[config.mk]
export PLATFORM = sky130hd
export DESIGN_NAME = ccd_eval_timing_offset_ctrl
export DESIGN_NICKNAME = d
export VERILOG_FILES = /design/src/logic/offset_loop.v /design/src/logic/ccd_eval_timing_offset_ctrl.v
export VERILOG_INCLUDE_DIRS = /design/src /design/src/logic
export SDC_FILE = /design/constraint.sdc
export NUM_CORES = 1
export LEC_CHECK = 0
export ABC_AREA = 1
export BUFFER_PORTS_ARGS = -buffer_cell sky130_fd_sc_hd__clkbuf_2
export CELL_PAD_IN_SITES_DETAIL_PLACEMENT = 0
export CELL_PAD_IN_SITES_GLOBAL_PLACEMENT = 1
export CORE_ASPECT_RATIO = 0.8
export CORE_UTILIZATION = 48
export CTS_BUF_LIST = sky130_fd_sc_hd__clkbuf_8
export CTS_CLUSTER_DIAMETER = 60
export DETAILED_ROUTE_END_ITERATION = 10
export MAX_ROUTING_LAYER = met4
export PLACE_DENSITY = 0.93
export SKIP_LAST_GASP = 1
export SLEW_MARGIN = 0
export SYNTH_ARGS = -nofsm -noshare
export SYNTH_HDL_FRONTEND = slang
export SYNTH_SLANG_ARGS = --single-unit
[constraint.sdc]
create_clock -name clk_in -period 13.1 [get_ports clk_in]
set_input_delay 1.31 -clock clk_in [delete_from_list [all_inputs] [get_ports clk_in]]
set_output_delay 1.31 -clock clk_in [all_outputs]
set_load 0.005 [all_outputs]
[src/logic/ccd_eval_defs.vh]
// constants shared by the sensor evaluation timing generator and offset controller
// assumes inclusion by bare name from the logic directory
`ifndef CCD_EVAL_DEFS_VH
`define CCD_EVAL_DEFS_VH

// ==========================================================
// clock and tap line
`define CLK_PERIOD_NS      32'd20
`define TAP_STEP_PS        32'd2500
`define TAP_COUNT          10

// ==========================================================
// converter and offset loop
`define ADC_BITS           12
`define DARK_CODE          12'hFF0
`define BLK_COLS           11'h00A
`define CORR_LEN           8'h10

// ==========================================================
// frame geometry
`define FD_SKIP_HEAD       10'h100
`define FD_KEEP            10'h200
`define FD_SKIP_TAIL       10'h0F0
`define SHUTTER_LEN        8'h10
`define TRANSFER_LEN       8'h20

// ==========================================================
// exposure times in microseconds: setting, fast dump, outputs
`define EXP_S0_F0_O1 16'h8214
`define EXP_S0_F0_O2 16'h5078
`define EXP_S0_F1_O1 16'h5078
`define EXP_S0_F1_O2 16'h3750
`define EXP_S1_F0_O1 16'h4010
`define EXP_S1_F0_O2 16'h27B0
`define EXP_S1_F1_O1 16'h1770
`define EXP_S1_F1_O2 16'h1130
`define EXP_S2_F0_O1 16'h1F18
`define EXP_S2_F0_O2 16'h1360
`define EXP_S2_F1_O1 16'h0BB8
`define EXP_S2_F1_O2 16'h09EC
`define EXP_S3_F0_O1 16'h0E9C
`define EXP_S3_F0_O2 16'h0910
`define EXP_S3_F1_O1 16'h0744
`define EXP_S3_F1_O2 16'h0730
`define EXP_S4_F0_O1 16'h0650
`define EXP_S4_F0_O2 16'h03F8
`define EXP_S4_F1_O1 16'h06A4
`define EXP_S4_F1_O2 16'h06A4
`define EXP_S5_F0_O1 16'h0234
`define EXP_S5_F0_O2 16'h016A
`define EXP_S5_F1_O1 16'h0338
`define EXP_S5_F1_O2 16'h0338
`define EXP_S6_F0_O1 16'h012A
`define EXP_S6_F0_O2 16'h00C6
`define EXP_S6_F1_O1 16'h01CC
`define EXP_S6_F1_O2 16'h01CC
`define EXP_S7_F0_O1 16'h0044
`define EXP_S7_F0_O2 16'h0037
`define EXP_S7_F1_O1 16'h005D
`define EXP_S7_F1_O2 16'h005D

`endif

[src/logic/offset_loop.v]
// automatic black level controller for two converter channels
// assumes measure window and frame end come from the timing generator on the same clock
`timescale 1ns/1ps
`include "ccd_eval_defs.vh"

module offset_loop #(
  parameter PER_FRAME = 0
) (
  input  wire                   clk_in,
  input  wire                   rst_in,
  input  wire                   measure_in,
  input  wire                   frame_end_in,
  input  wire [`ADC_BITS-1:0]   adc_a_in,
  input  wire [`ADC_BITS-1:0]   adc_b_in,
  output reg                    drive_en_a_out,
  output reg                    raise_a_out,
  output reg                    drive_en_b_out,
  output reg                    raise_b_out
);

  // ==========================================================
  // comparison against the dark code: {enable, raise}
  function [1:0] steer;
    input [`ADC_BITS-1:0] code;
    begin
      if (code > `DARK_CODE)
        steer = 2'h2;
      else if (code < `DARK_CODE)
        steer = 2'h3;
      else
        steer = 2'h0;
    end
  endfunction

  reg signed [15:0] err_a_reg;
  reg signed [15:0] err_b_reg;
  reg [7:0]         hold_reg;
  wire [1:0]        dir_a = steer(adc_a_in);
  wire [1:0]        dir_b = steer(adc_b_in);

  // ==========================================================
  always @(posedge clk_in or posedge rst_in) begin
    if (rst_in) begin
      drive_en_a_out <= 1'b0;
      raise_a_out    <= 1'b0;
      drive_en_b_out <= 1'b0;
      raise_b_out    <= 1'b0;
      err_a_reg      <= 16'sh0000;
      err_b_reg      <= 16'sh0000;
      hold_reg       <= 8'h00;
    end else if (PER_FRAME == 0) begin
      // drive only inside the dark window, each channel on its own result
      drive_en_a_out <= measure_in & dir_a[1];
      raise_a_out    <= measure_in & dir_a[0];
      drive_en_b_out <= measure_in & dir_b[1];
      raise_b_out    <= measure_in & dir_b[0];
    end else begin
      // accumulate error over the frame, correct once at frame end
      if (frame_end_in) begin
        raise_a_out    <= err_a_reg > 16'sh0000;
        raise_b_out    <= err_b_reg > 16'sh0000;
        drive_en_a_out <= err_a_reg != 16'sh0000;
        drive_en_b_out <= err_b_reg != 16'sh0000;
        hold_reg       <= `CORR_LEN;
        err_a_reg      <= 16'sh0000;
        err_b_reg      <= 16'sh0000;
      end else begin
        if (measure_in && dir_a[1])
          err_a_reg <= dir_a[0] ? err_a_reg + 16'sh0001 : err_a_reg - 16'sh0001;
        if (measure_in && dir_b[1])
          err_b_reg <= dir_b[0] ? err_b_reg + 16'sh0001 : err_b_reg - 16'sh0001;
        if (hold_reg != 8'h00)
          hold_reg <= hold_reg - 8'h01;
        else begin
          drive_en_a_out <= 1'b0;
          drive_en_b_out <= 1'b0;
        end
      end
    end
  end

endmodule // offset_loop

[src/logic/ccd_eval_timing_offset_ctrl.v]
// sensor evaluation board control: frame timing generator with offset loop
// assumes switches and converter codes are synchronous to clk_in and that
// delay_taps_in carries the system clock delayed in steps of one tap each
`timescale 1ns/1ps
`include "ccd_eval_defs.vh"

module ccd_eval_timing_offset_ctrl #(
  parameter H_TOTAL       = 1100,
  parameter H_ACTIVE      = 1028,
  parameter DUMP_LEN      = 40,
  parameter ROWS          = 1008,
  parameter BLK_FIRST_COL = 9,
  parameter CLK_MHZ       = 1000 / `CLK_PERIOD_NS,
  parameter PER_FRAME     = 0
) (
  input  wire                   clk_in,
  input  wire                   rst_in,
  input  wire                   fast_dump_on_in,
  input  wire                   dual_output_in,
  input  wire                   progressive_in,
  input  wire [2:0]             exposure_sel_in,
  input  wire [`TAP_COUNT-1:0]  delay_taps_in,
  input  wire [`ADC_BITS-1:0]   adc_a_in,
  input  wire [`ADC_BITS-1:0]   adc_b_in,
  output wire                   hclk_out,
  output wire                   hclk_last_phase_right_out,
  output wire                   hclk_last_phase_left_out,
  output wire                   reset_pulse_out,
  output wire                   transfer_pulse_out,
  output wire                   sample_pulse_a_out,
  output wire                   sample_pulse_b_out,
  output reg                    vshift_out,
  output reg                    transfer_gate_out,
  output reg                    shutter_out,
  output reg                    fast_line_discard_out,
  output reg                    black_level_measure_out,
  output reg  [`ADC_BITS-1:0]   data_a_p_out,
  output reg  [`ADC_BITS-1:0]   data_a_n_out,
  output reg  [`ADC_BITS-1:0]   data_b_p_out,
  output reg  [`ADC_BITS-1:0]   data_b_n_out,
  output reg                    pixel_sync_p_out,
  output reg                    pixel_sync_n_out,
  output reg                    line_sync_p_out,
  output reg                    line_sync_n_out,
  output reg                    frame_sync_p_out,
  output reg                    frame_sync_n_out,
  output reg                    field_index_out,
  output wire                   offset_drive_en_a_out,
  output wire                   offset_raise_a_out,
  output wire                   offset_drive_en_b_out,
  output wire                   offset_raise_b_out
);

  localparam [1:0] ST_SHUTTER  = 2'h0;
  localparam [1:0] ST_EXPOSE   = 2'h1;
  localparam [1:0] ST_TRANSFER = 2'h2;
  localparam [1:0] ST_READ     = 2'h3;

  // ==========================================================
  // helpers
  function [10:0] gray2bin;
    input [10:0] g;
    integer i;
    begin
      gray2bin[10] = g[10];
      for (i = 9; i >= 0; i = i - 1)
        gray2bin[i] = gray2bin[i+1] ^ g[i];
    end
  endfunction

  function [10:0] bin2gray;
    input [10:0] b;
    begin
      bin2gray = b ^ (b >> 1);
    end
  endfunction

  function [15:0] exposure_us;
    input [4:0] idx;
    begin
      case (idx)
        5'h00: exposure_us = `EXP_S0_F0_O1;
        5'h01: exposure_us = `EXP_S0_F0_O2;
        5'h02: exposure_us = `EXP_S0_F1_O1;
        5'h03: exposure_us = `EXP_S0_F1_O2;
        5'h04: exposure_us = `EXP_S1_F0_O1;
        5'h05: exposure_us = `EXP_S1_F0_O2;
        5'h06: exposure_us = `EXP_S1_F1_O1;
        5'h07: exposure_us = `EXP_S1_F1_O2;
        5'h08: exposure_us = `EXP_S2_F0_O1;
        5'h09: exposure_us = `EXP_S2_F0_O2;
        5'h0A: exposure_us = `EXP_S2_F1_O1;
        5'h0B: exposure_us = `EXP_S2_F1_O2;
        5'h0C: exposure_us = `EXP_S3_F0_O1;
        5'h0D: exposure_us = `EXP_S3_F0_O2;
        5'h0E: exposure_us = `EXP_S3_F1_O1;
        5'h0F: exposure_us = `EXP_S3_F1_O2;
        5'h10: exposure_us = `EXP_S4_F0_O1;
        5'h11: exposure_us = `EXP_S4_F0_O2;
        5'h12: exposure_us = `EXP_S4_F1_O1;
        5'h13: exposure_us = `EXP_S4_F1_O2;
        5'h14: exposure_us = `EXP_S5_F0_O1;
        5'h15: exposure_us = `EXP_S5_F0_O2;
        5'h16: exposure_us = `EXP_S5_F1_O1;
        5'h17: exposure_us = `EXP_S5_F1_O2;
        5'h18: exposure_us = `EXP_S6_F0_O1;
        5'h19: exposure_us = `EXP_S6_F0_O2;
        5'h1A: exposure_us = `EXP_S6_F1_O1;
        5'h1B: exposure_us = `EXP_S6_F1_O2;
        5'h1C: exposure_us = `EXP_S7_F0_O1;
        5'h1D: exposure_us = `EXP_S7_F0_O2;
        5'h1E: exposure_us = `EXP_S7_F1_O1;
        default: exposure_us = `EXP_S7_F1_O2;
      endcase
    end
  endfunction

  // ==========================================================
  // state
  reg [1:0]  state_reg;
  reg [23:0] timer_reg;
  reg [10:0] col_gray_reg;
  reg [10:0] row_gray_reg;
  reg        prog_reg;
  reg        fd_reg;
  reg        dual_reg;
  reg        hgate_reg;
  reg [1:0]  frame_end_reg;

  wire [10:0] col_bin    = gray2bin(col_gray_reg);
  wire [10:0] row_bin    = gray2bin(row_gray_reg);
  wire        dump_line  = fd_reg && (row_bin[9:0] < `FD_SKIP_HEAD ||
                           row_bin[9:0] >= (`FD_SKIP_HEAD + `FD_KEEP));
  wire [10:0] line_last  = dump_line ? DUMP_LEN[10:0] - 11'h001 : H_TOTAL[10:0] - 11'h001;
  wire [10:0] rows_last  = prog_reg ? ROWS[10:0] - 11'h001 : ROWS[11:1] - 11'h001;
  wire        col_end    = col_bin == line_last;
  wire        row_end    = row_bin == rows_last;
  wire        reading    = state_reg == ST_READ;
  wire        live_line  = reading && !dump_line;
  wire [23:0] exp_cycles = exposure_us({exposure_sel_in, fast_dump_on_in, dual_output_in}) * CLK_MHZ[7:0];

  // ==========================================================
  // frame sequencer
  always @(posedge clk_in or posedge rst_in) begin
    if (rst_in) begin
      state_reg       <= ST_SHUTTER;
      timer_reg       <= 24'h000000;
      col_gray_reg    <= 11'h000;
      row_gray_reg    <= 11'h000;
      prog_reg        <= 1'b1;
      fd_reg          <= 1'b0;
      dual_reg        <= 1'b0;
      field_index_out <= 1'b0;
      frame_end_reg   <= 2'h0;
    end else begin
      frame_end_reg <= {frame_end_reg[0], reading && col_end && row_end};
      case (state_reg)
        ST_SHUTTER: begin
          timer_reg <= timer_reg + 24'h000001;
          if (timer_reg[7:0] == `SHUTTER_LEN - 8'h01) begin
            timer_reg <= exp_cycles;
            state_reg <= ST_EXPOSE;
          end
        end
        ST_EXPOSE: begin
          timer_reg <= timer_reg - 24'h000001;
          if (timer_reg <= 24'h000001) begin
            timer_reg <= 24'h000000;
            state_reg <= ST_TRANSFER;
          end
        end
        ST_TRANSFER: begin
          timer_reg <= timer_reg + 24'h000001;
          if (timer_reg[7:0] == `TRANSFER_LEN - 8'h01) begin
            timer_reg    <= 24'h000000;
            state_reg    <= ST_READ;
            col_gray_reg <= 11'h000;
            row_gray_reg <= 11'h000;
            prog_reg     <= progressive_in;
            fd_reg       <= fast_dump_on_in & progressive_in;
            dual_reg     <= dual_output_in;
          end
        end
        ST_READ: begin
          if (col_end) begin
            col_gray_reg <= 11'h000;
            row_gray_reg <= bin2gray(row_bin + 11'h001);
            if (row_end) begin
              if (prog_reg) begin
                state_reg       <= ST_SHUTTER;
                field_index_out <= 1'b0;
              end else begin
                state_reg       <= ST_TRANSFER;
                field_index_out <= ~field_index_out;
              end
            end
          end else
            col_gray_reg <= bin2gray(col_bin + 11'h001);
        end
        default: state_reg <= ST_SHUTTER;
      endcase
    end
  end

  // ==========================================================
  // line strobes and sensor controls
  always @(posedge clk_in or posedge rst_in) begin
    if (rst_in) begin
      hgate_reg               <= 1'b0;
      vshift_out              <= 1'b0;
      transfer_gate_out       <= 1'b0;
      shutter_out             <= 1'b0;
      fast_line_discard_out   <= 1'b0;
      black_level_measure_out <= 1'b0;
    end else begin
      hgate_reg               <= live_line && col_bin < H_ACTIVE[10:0];
      vshift_out              <= reading && col_end;
      transfer_gate_out       <= state_reg == ST_TRANSFER;
      shutter_out             <= state_reg == ST_SHUTTER && prog_reg;
      fast_line_discard_out   <= reading && dump_line;
      black_level_measure_out <= live_line && col_bin >= BLK_FIRST_COL[10:0] &&
                                 col_bin < BLK_FIRST_COL[10:0] + `BLK_COLS;
    end
  end

  // ==========================================================
  // counter-free pulse forming from the tap line
  wire h_phase = hgate_reg & delay_taps_in[0];
  assign hclk_out                  = h_phase;
  assign hclk_last_phase_right_out = hgate_reg & (delay_taps_in[0] ^ ~dual_reg);
  assign hclk_last_phase_left_out  = hgate_reg & (delay_taps_in[0] ^ dual_reg);
  assign reset_pulse_out    = hgate_reg & delay_taps_in[1] & ~delay_taps_in[2];
  assign transfer_pulse_out = hgate_reg & (delay_taps_in[3] & ~delay_taps_in[5]);
  assign sample_pulse_a_out = hgate_reg & delay_taps_in[6] & ~delay_taps_in[7];
  assign sample_pulse_b_out = hgate_reg & ~delay_taps_in[8] & delay_taps_in[9];

  // ==========================================================
  // output connector
  always @(posedge clk_in or posedge rst_in) begin
    if (rst_in) begin
      data_a_p_out     <= 12'h000;
      data_a_n_out     <= 12'hFFF;
      data_b_p_out     <= 12'h000;
      data_b_n_out     <= 12'hFFF;
      pixel_sync_p_out <= 1'b0;
      pixel_sync_n_out <= 1'b1;
      line_sync_p_out  <= 1'b0;
      line_sync_n_out  <= 1'b1;
      frame_sync_p_out <= 1'b0;
      frame_sync_n_out <= 1'b1;
    end else begin
      data_a_p_out     <= ~adc_a_in;
      data_a_n_out     <= adc_a_in;
      data_b_p_out     <= ~adc_b_in;
      data_b_n_out     <= adc_b_in;
      pixel_sync_p_out <= hgate_reg;
      pixel_sync_n_out <= ~hgate_reg;
      line_sync_p_out  <= live_line;
      line_sync_n_out  <= ~live_line;
      frame_sync_p_out <= reading;
      frame_sync_n_out <= ~reading;
    end
  end

  // ==========================================================
  offset_loop #(
    .PER_FRAME (PER_FRAME)
  ) u_offset_loop (
    .clk_in         (clk_in),
    .rst_in         (rst_in),
    .measure_in     (black_level_measure_out),
    .frame_end_in   (frame_end_reg[1]),
    .adc_a_in       (adc_a_in),
    .adc_b_in       (adc_b_in),
    .drive_en_a_out (offset_drive_en_a_out),
    .raise_a_out    (offset_raise_a_out),
    .drive_en_b_out (offset_drive_en_b_out),
    .raise_b_out    (offset_raise_b_out)
  );

endmodule // ccd_eval_timing_offset_ctrl

==> metrics <==
vias=8,479; Worst Setup Path Type=flip-flop to flip-flop; Final TNS setup=0 ns; Antenna Nets Post-Route=0; worst path buffer plus inverter count=10; Fin Clk Skew=0.0326 ns; Ports=113; hpwl dp=18.4 mm; hold path startpoint=hgate_reg; Die H=127 um; grt ovf=0; sequential element share of the synthesized area=31.3%; most frequent cells after synthesis=nand2_1 (285), inv_1 (201), nor2_1 (147), nand3_1 (110), ha_1 (105); Layout fillers=1,852; GPL Wtd Cong=0.945; share of layout cells above drive strength 1=15.7%; minimum clock period=5.84 ns; #FFs+latches synth=116; Hold WC Path Type=flip-flop to flip-flop; Crit-path slowest cell=dfrtp_1; Top FF cell, synth=dfrtp_1; YS warnings=0; critical-path maximum fanout=11; worst r2r src=col_gray_reg[10]; vias in the first global route=8,095; CP startpoint=col_gray_reg[10]; ANT cells=0; max_cap viols=0; H-tree level count=4; relative slew slack=32.9%; Netlist Area Pre-Place=9390 sq um; Worst-Margin Slew=1.01 ns; clk_lat worst skew=0.45 ns; post-synthesis cell count=1,274; CTS tree=yes; first-pass GRT wire length=39.5 mm; WL final=23.5 mm; Hold WS=0.518 ns; P&R area growth vs syn=12.3%; power per cell area=164 nW/um^2; fin nets=1,539; max FFs per register=24; Synth Area per Inst=7.37 sq um; top-area cell type share of the netlist area=23.5%; Resized cells post-CTS=0; post-CTS setup buffers=0; die width=158 um; Hold-fix buffers, CTS=0; peak supply drop=0.0844 mV; All-Layer GR Usage=25.5%; Worst-path clk slew=0.08 ns; Critical Path Sink Type=flip-flop; clock root buffer=clkbuf_8; core area=19,100 sq um; Max stage delay on crit path=0.45 ns; crit-path leading delay family=adder cells; asr flop ratio synth=100%; Clock Path Buffers=2; Starting Density=49.2%; Setup WS pre-CTS=7.30 ns; fmax=171 MHz; Pleak=5.59 nW; final hold violations=0; CP arrival=6.12 ns; initial antenna violation count=0; # setup viols final=0; Row Count=45; setup slack after layout=7.26 ns; drt initial violations=557; top-count cell post-synth=nand2_1; PortBufs=111; run status=finished, final reports clean; fin. max-slew vios=0; top post-synthesis cells by area=dfrtp_1 (23%), ha_1 (14%), nand2_1 (11%), inv_1 (8.0%), dfstp_2 (7.8%); die area=20,100 sq um; Design Power=1.73 mW; DRC viols=0; Critical Path RT=13.39 ns; largest net degree at the start of global routing=76; Clock Sinks=116; wire per inst=14.3 um; drt pass-1 iters=6; Num CTS Buffers=17; Post-synth EDFFs=0; leading area contributor after synthesis=dfrtp_1; Vias/cell=5.13; Worst setup SP type=flip-flop; Yosys cell types=48; Tcrit/Tclk final=44.6%; syn nets=1,432; unrepaired setup endpoints after global routing=false
==> worst paths after layout <==
path                            slack [ns]  cells past startpoint               end
worst max-delay path                  7.26                     26   col_gray_reg[0]
worst min-delay path                  0.52                      0  pixel_sync_p_out
worst max register to register        7.26                     26   col_gray_reg[0]
worst min register to register        0.52                      0  pixel_sync_p_out
max in group asynchronous            10.84                      3   col_gray_reg[0]
min in group asynchronous             0.89                      2   data_a_p_out[0]
==> worst register-to-register path: stages, from the launching register on <==
cell     delay, ns
dfrtp_1       0.45
inv_1         0.13
ha_1          0.33
ha_1          0.31
inv_1         0.07
ha_1          0.34
inv_1         0.06
ha_1          0.36
inv_1         0.08
ha_1          0.35
inv_1         0.08
ha_1          0.37
inv_1         0.12
ha_1          0.31
inv_1         0.09
ha_1          0.34
inv_1         0.19
ha_1          0.28
inv_1         0.08
ha_1          0.20
nand2_1       0.06
nor2_1        0.15
nand3_2       0.15
nand2_1       0.15
inv_1         0.13
nand2_1       0.38
o22ai_1       0.13
==> layer usage <==
layer	global-route usage [%]	vias up	part of all wire [%]
li1	-	4312	-
met1	35.4	3857	48
met2	38.9	297	44
met3	4.48	13	7.4
met4	5.32	0	0.85
met5	-	-	0
==> placed cells by master, fill, tap and decap left out, types with 11 or more instances in the layout <==
cell type / n
dfstp_2: 28
inv_1: 200
nand3_1: 110
clkbuf_8: 17
o21ai_0: 39
dfrtp_1: 88
nor2_1: 147
nand4_1: 19
a21oi_1: 47
o22ai_1: 12
fa_1: 11
xor2_1: 37
nand2_1: 285
clkbuf_2: 111
ha_1: 105
==> power breakdown <==
group | leakage [nW] | internal, mW | switching [mW] | total [mW]
registers | 1.42 | 0.420 | 0.0800 | 0.500
clock network | 0.212 | 0.178 | 0.176 | 0.354
logic | 3.96 | 0.296 | 0.577 | 0.873
total | 5.59 | 0.894 | 0.833 | 1.73
==> metrics by stage <==
| step | instance area [sq um] | instances | utilization, % |
|---|---|---|---|
| after floorplan | 9390 | 1274 | - |
| after global placement | 10100 | 1620 | 53.1 |
| after detailed placement | 10100 | 1620 | 53.1 |
| after CTS | 10500 | 1652 | 55.2 |
| after global routing | 10500 | 1652 | 55.2 |
| final | 10500 | 1652 | 55.2 |
==> cells by family (layout without fill, tap and decap cells) <==
kind of cell               after synthesis  count (layout)  synth area share (%)
adders and majority gates              116             116                  16.3
buffers and inverters                  235             355                  10.1
DFF                                    116             116                  31.3
and+or+nand+nor                        618             618                  28.9
xor gates and xnor gates                47              47                  4.38
AOI/OAI and AO/OA                      142             142                  9.01
==> area by class of cell <==
| type | count | area, sq um | area share, % |
|---|---|---|---|
| multi-input combinational | 923 | 5500 | 52.2 |
| sequential | 116 | 2940 | 27.9 |
| inverter | 210 | 793 | 7.53 |
| timing repair buffer | 113 | 571 | 5.41 |
| tap | 258 | 323 | 3.06 |
| clock buffer | 17 | 234 | 2.22 |
| clock inverter | 15 | 181 | 1.72 |
Power figures use the tool's default switching activity.
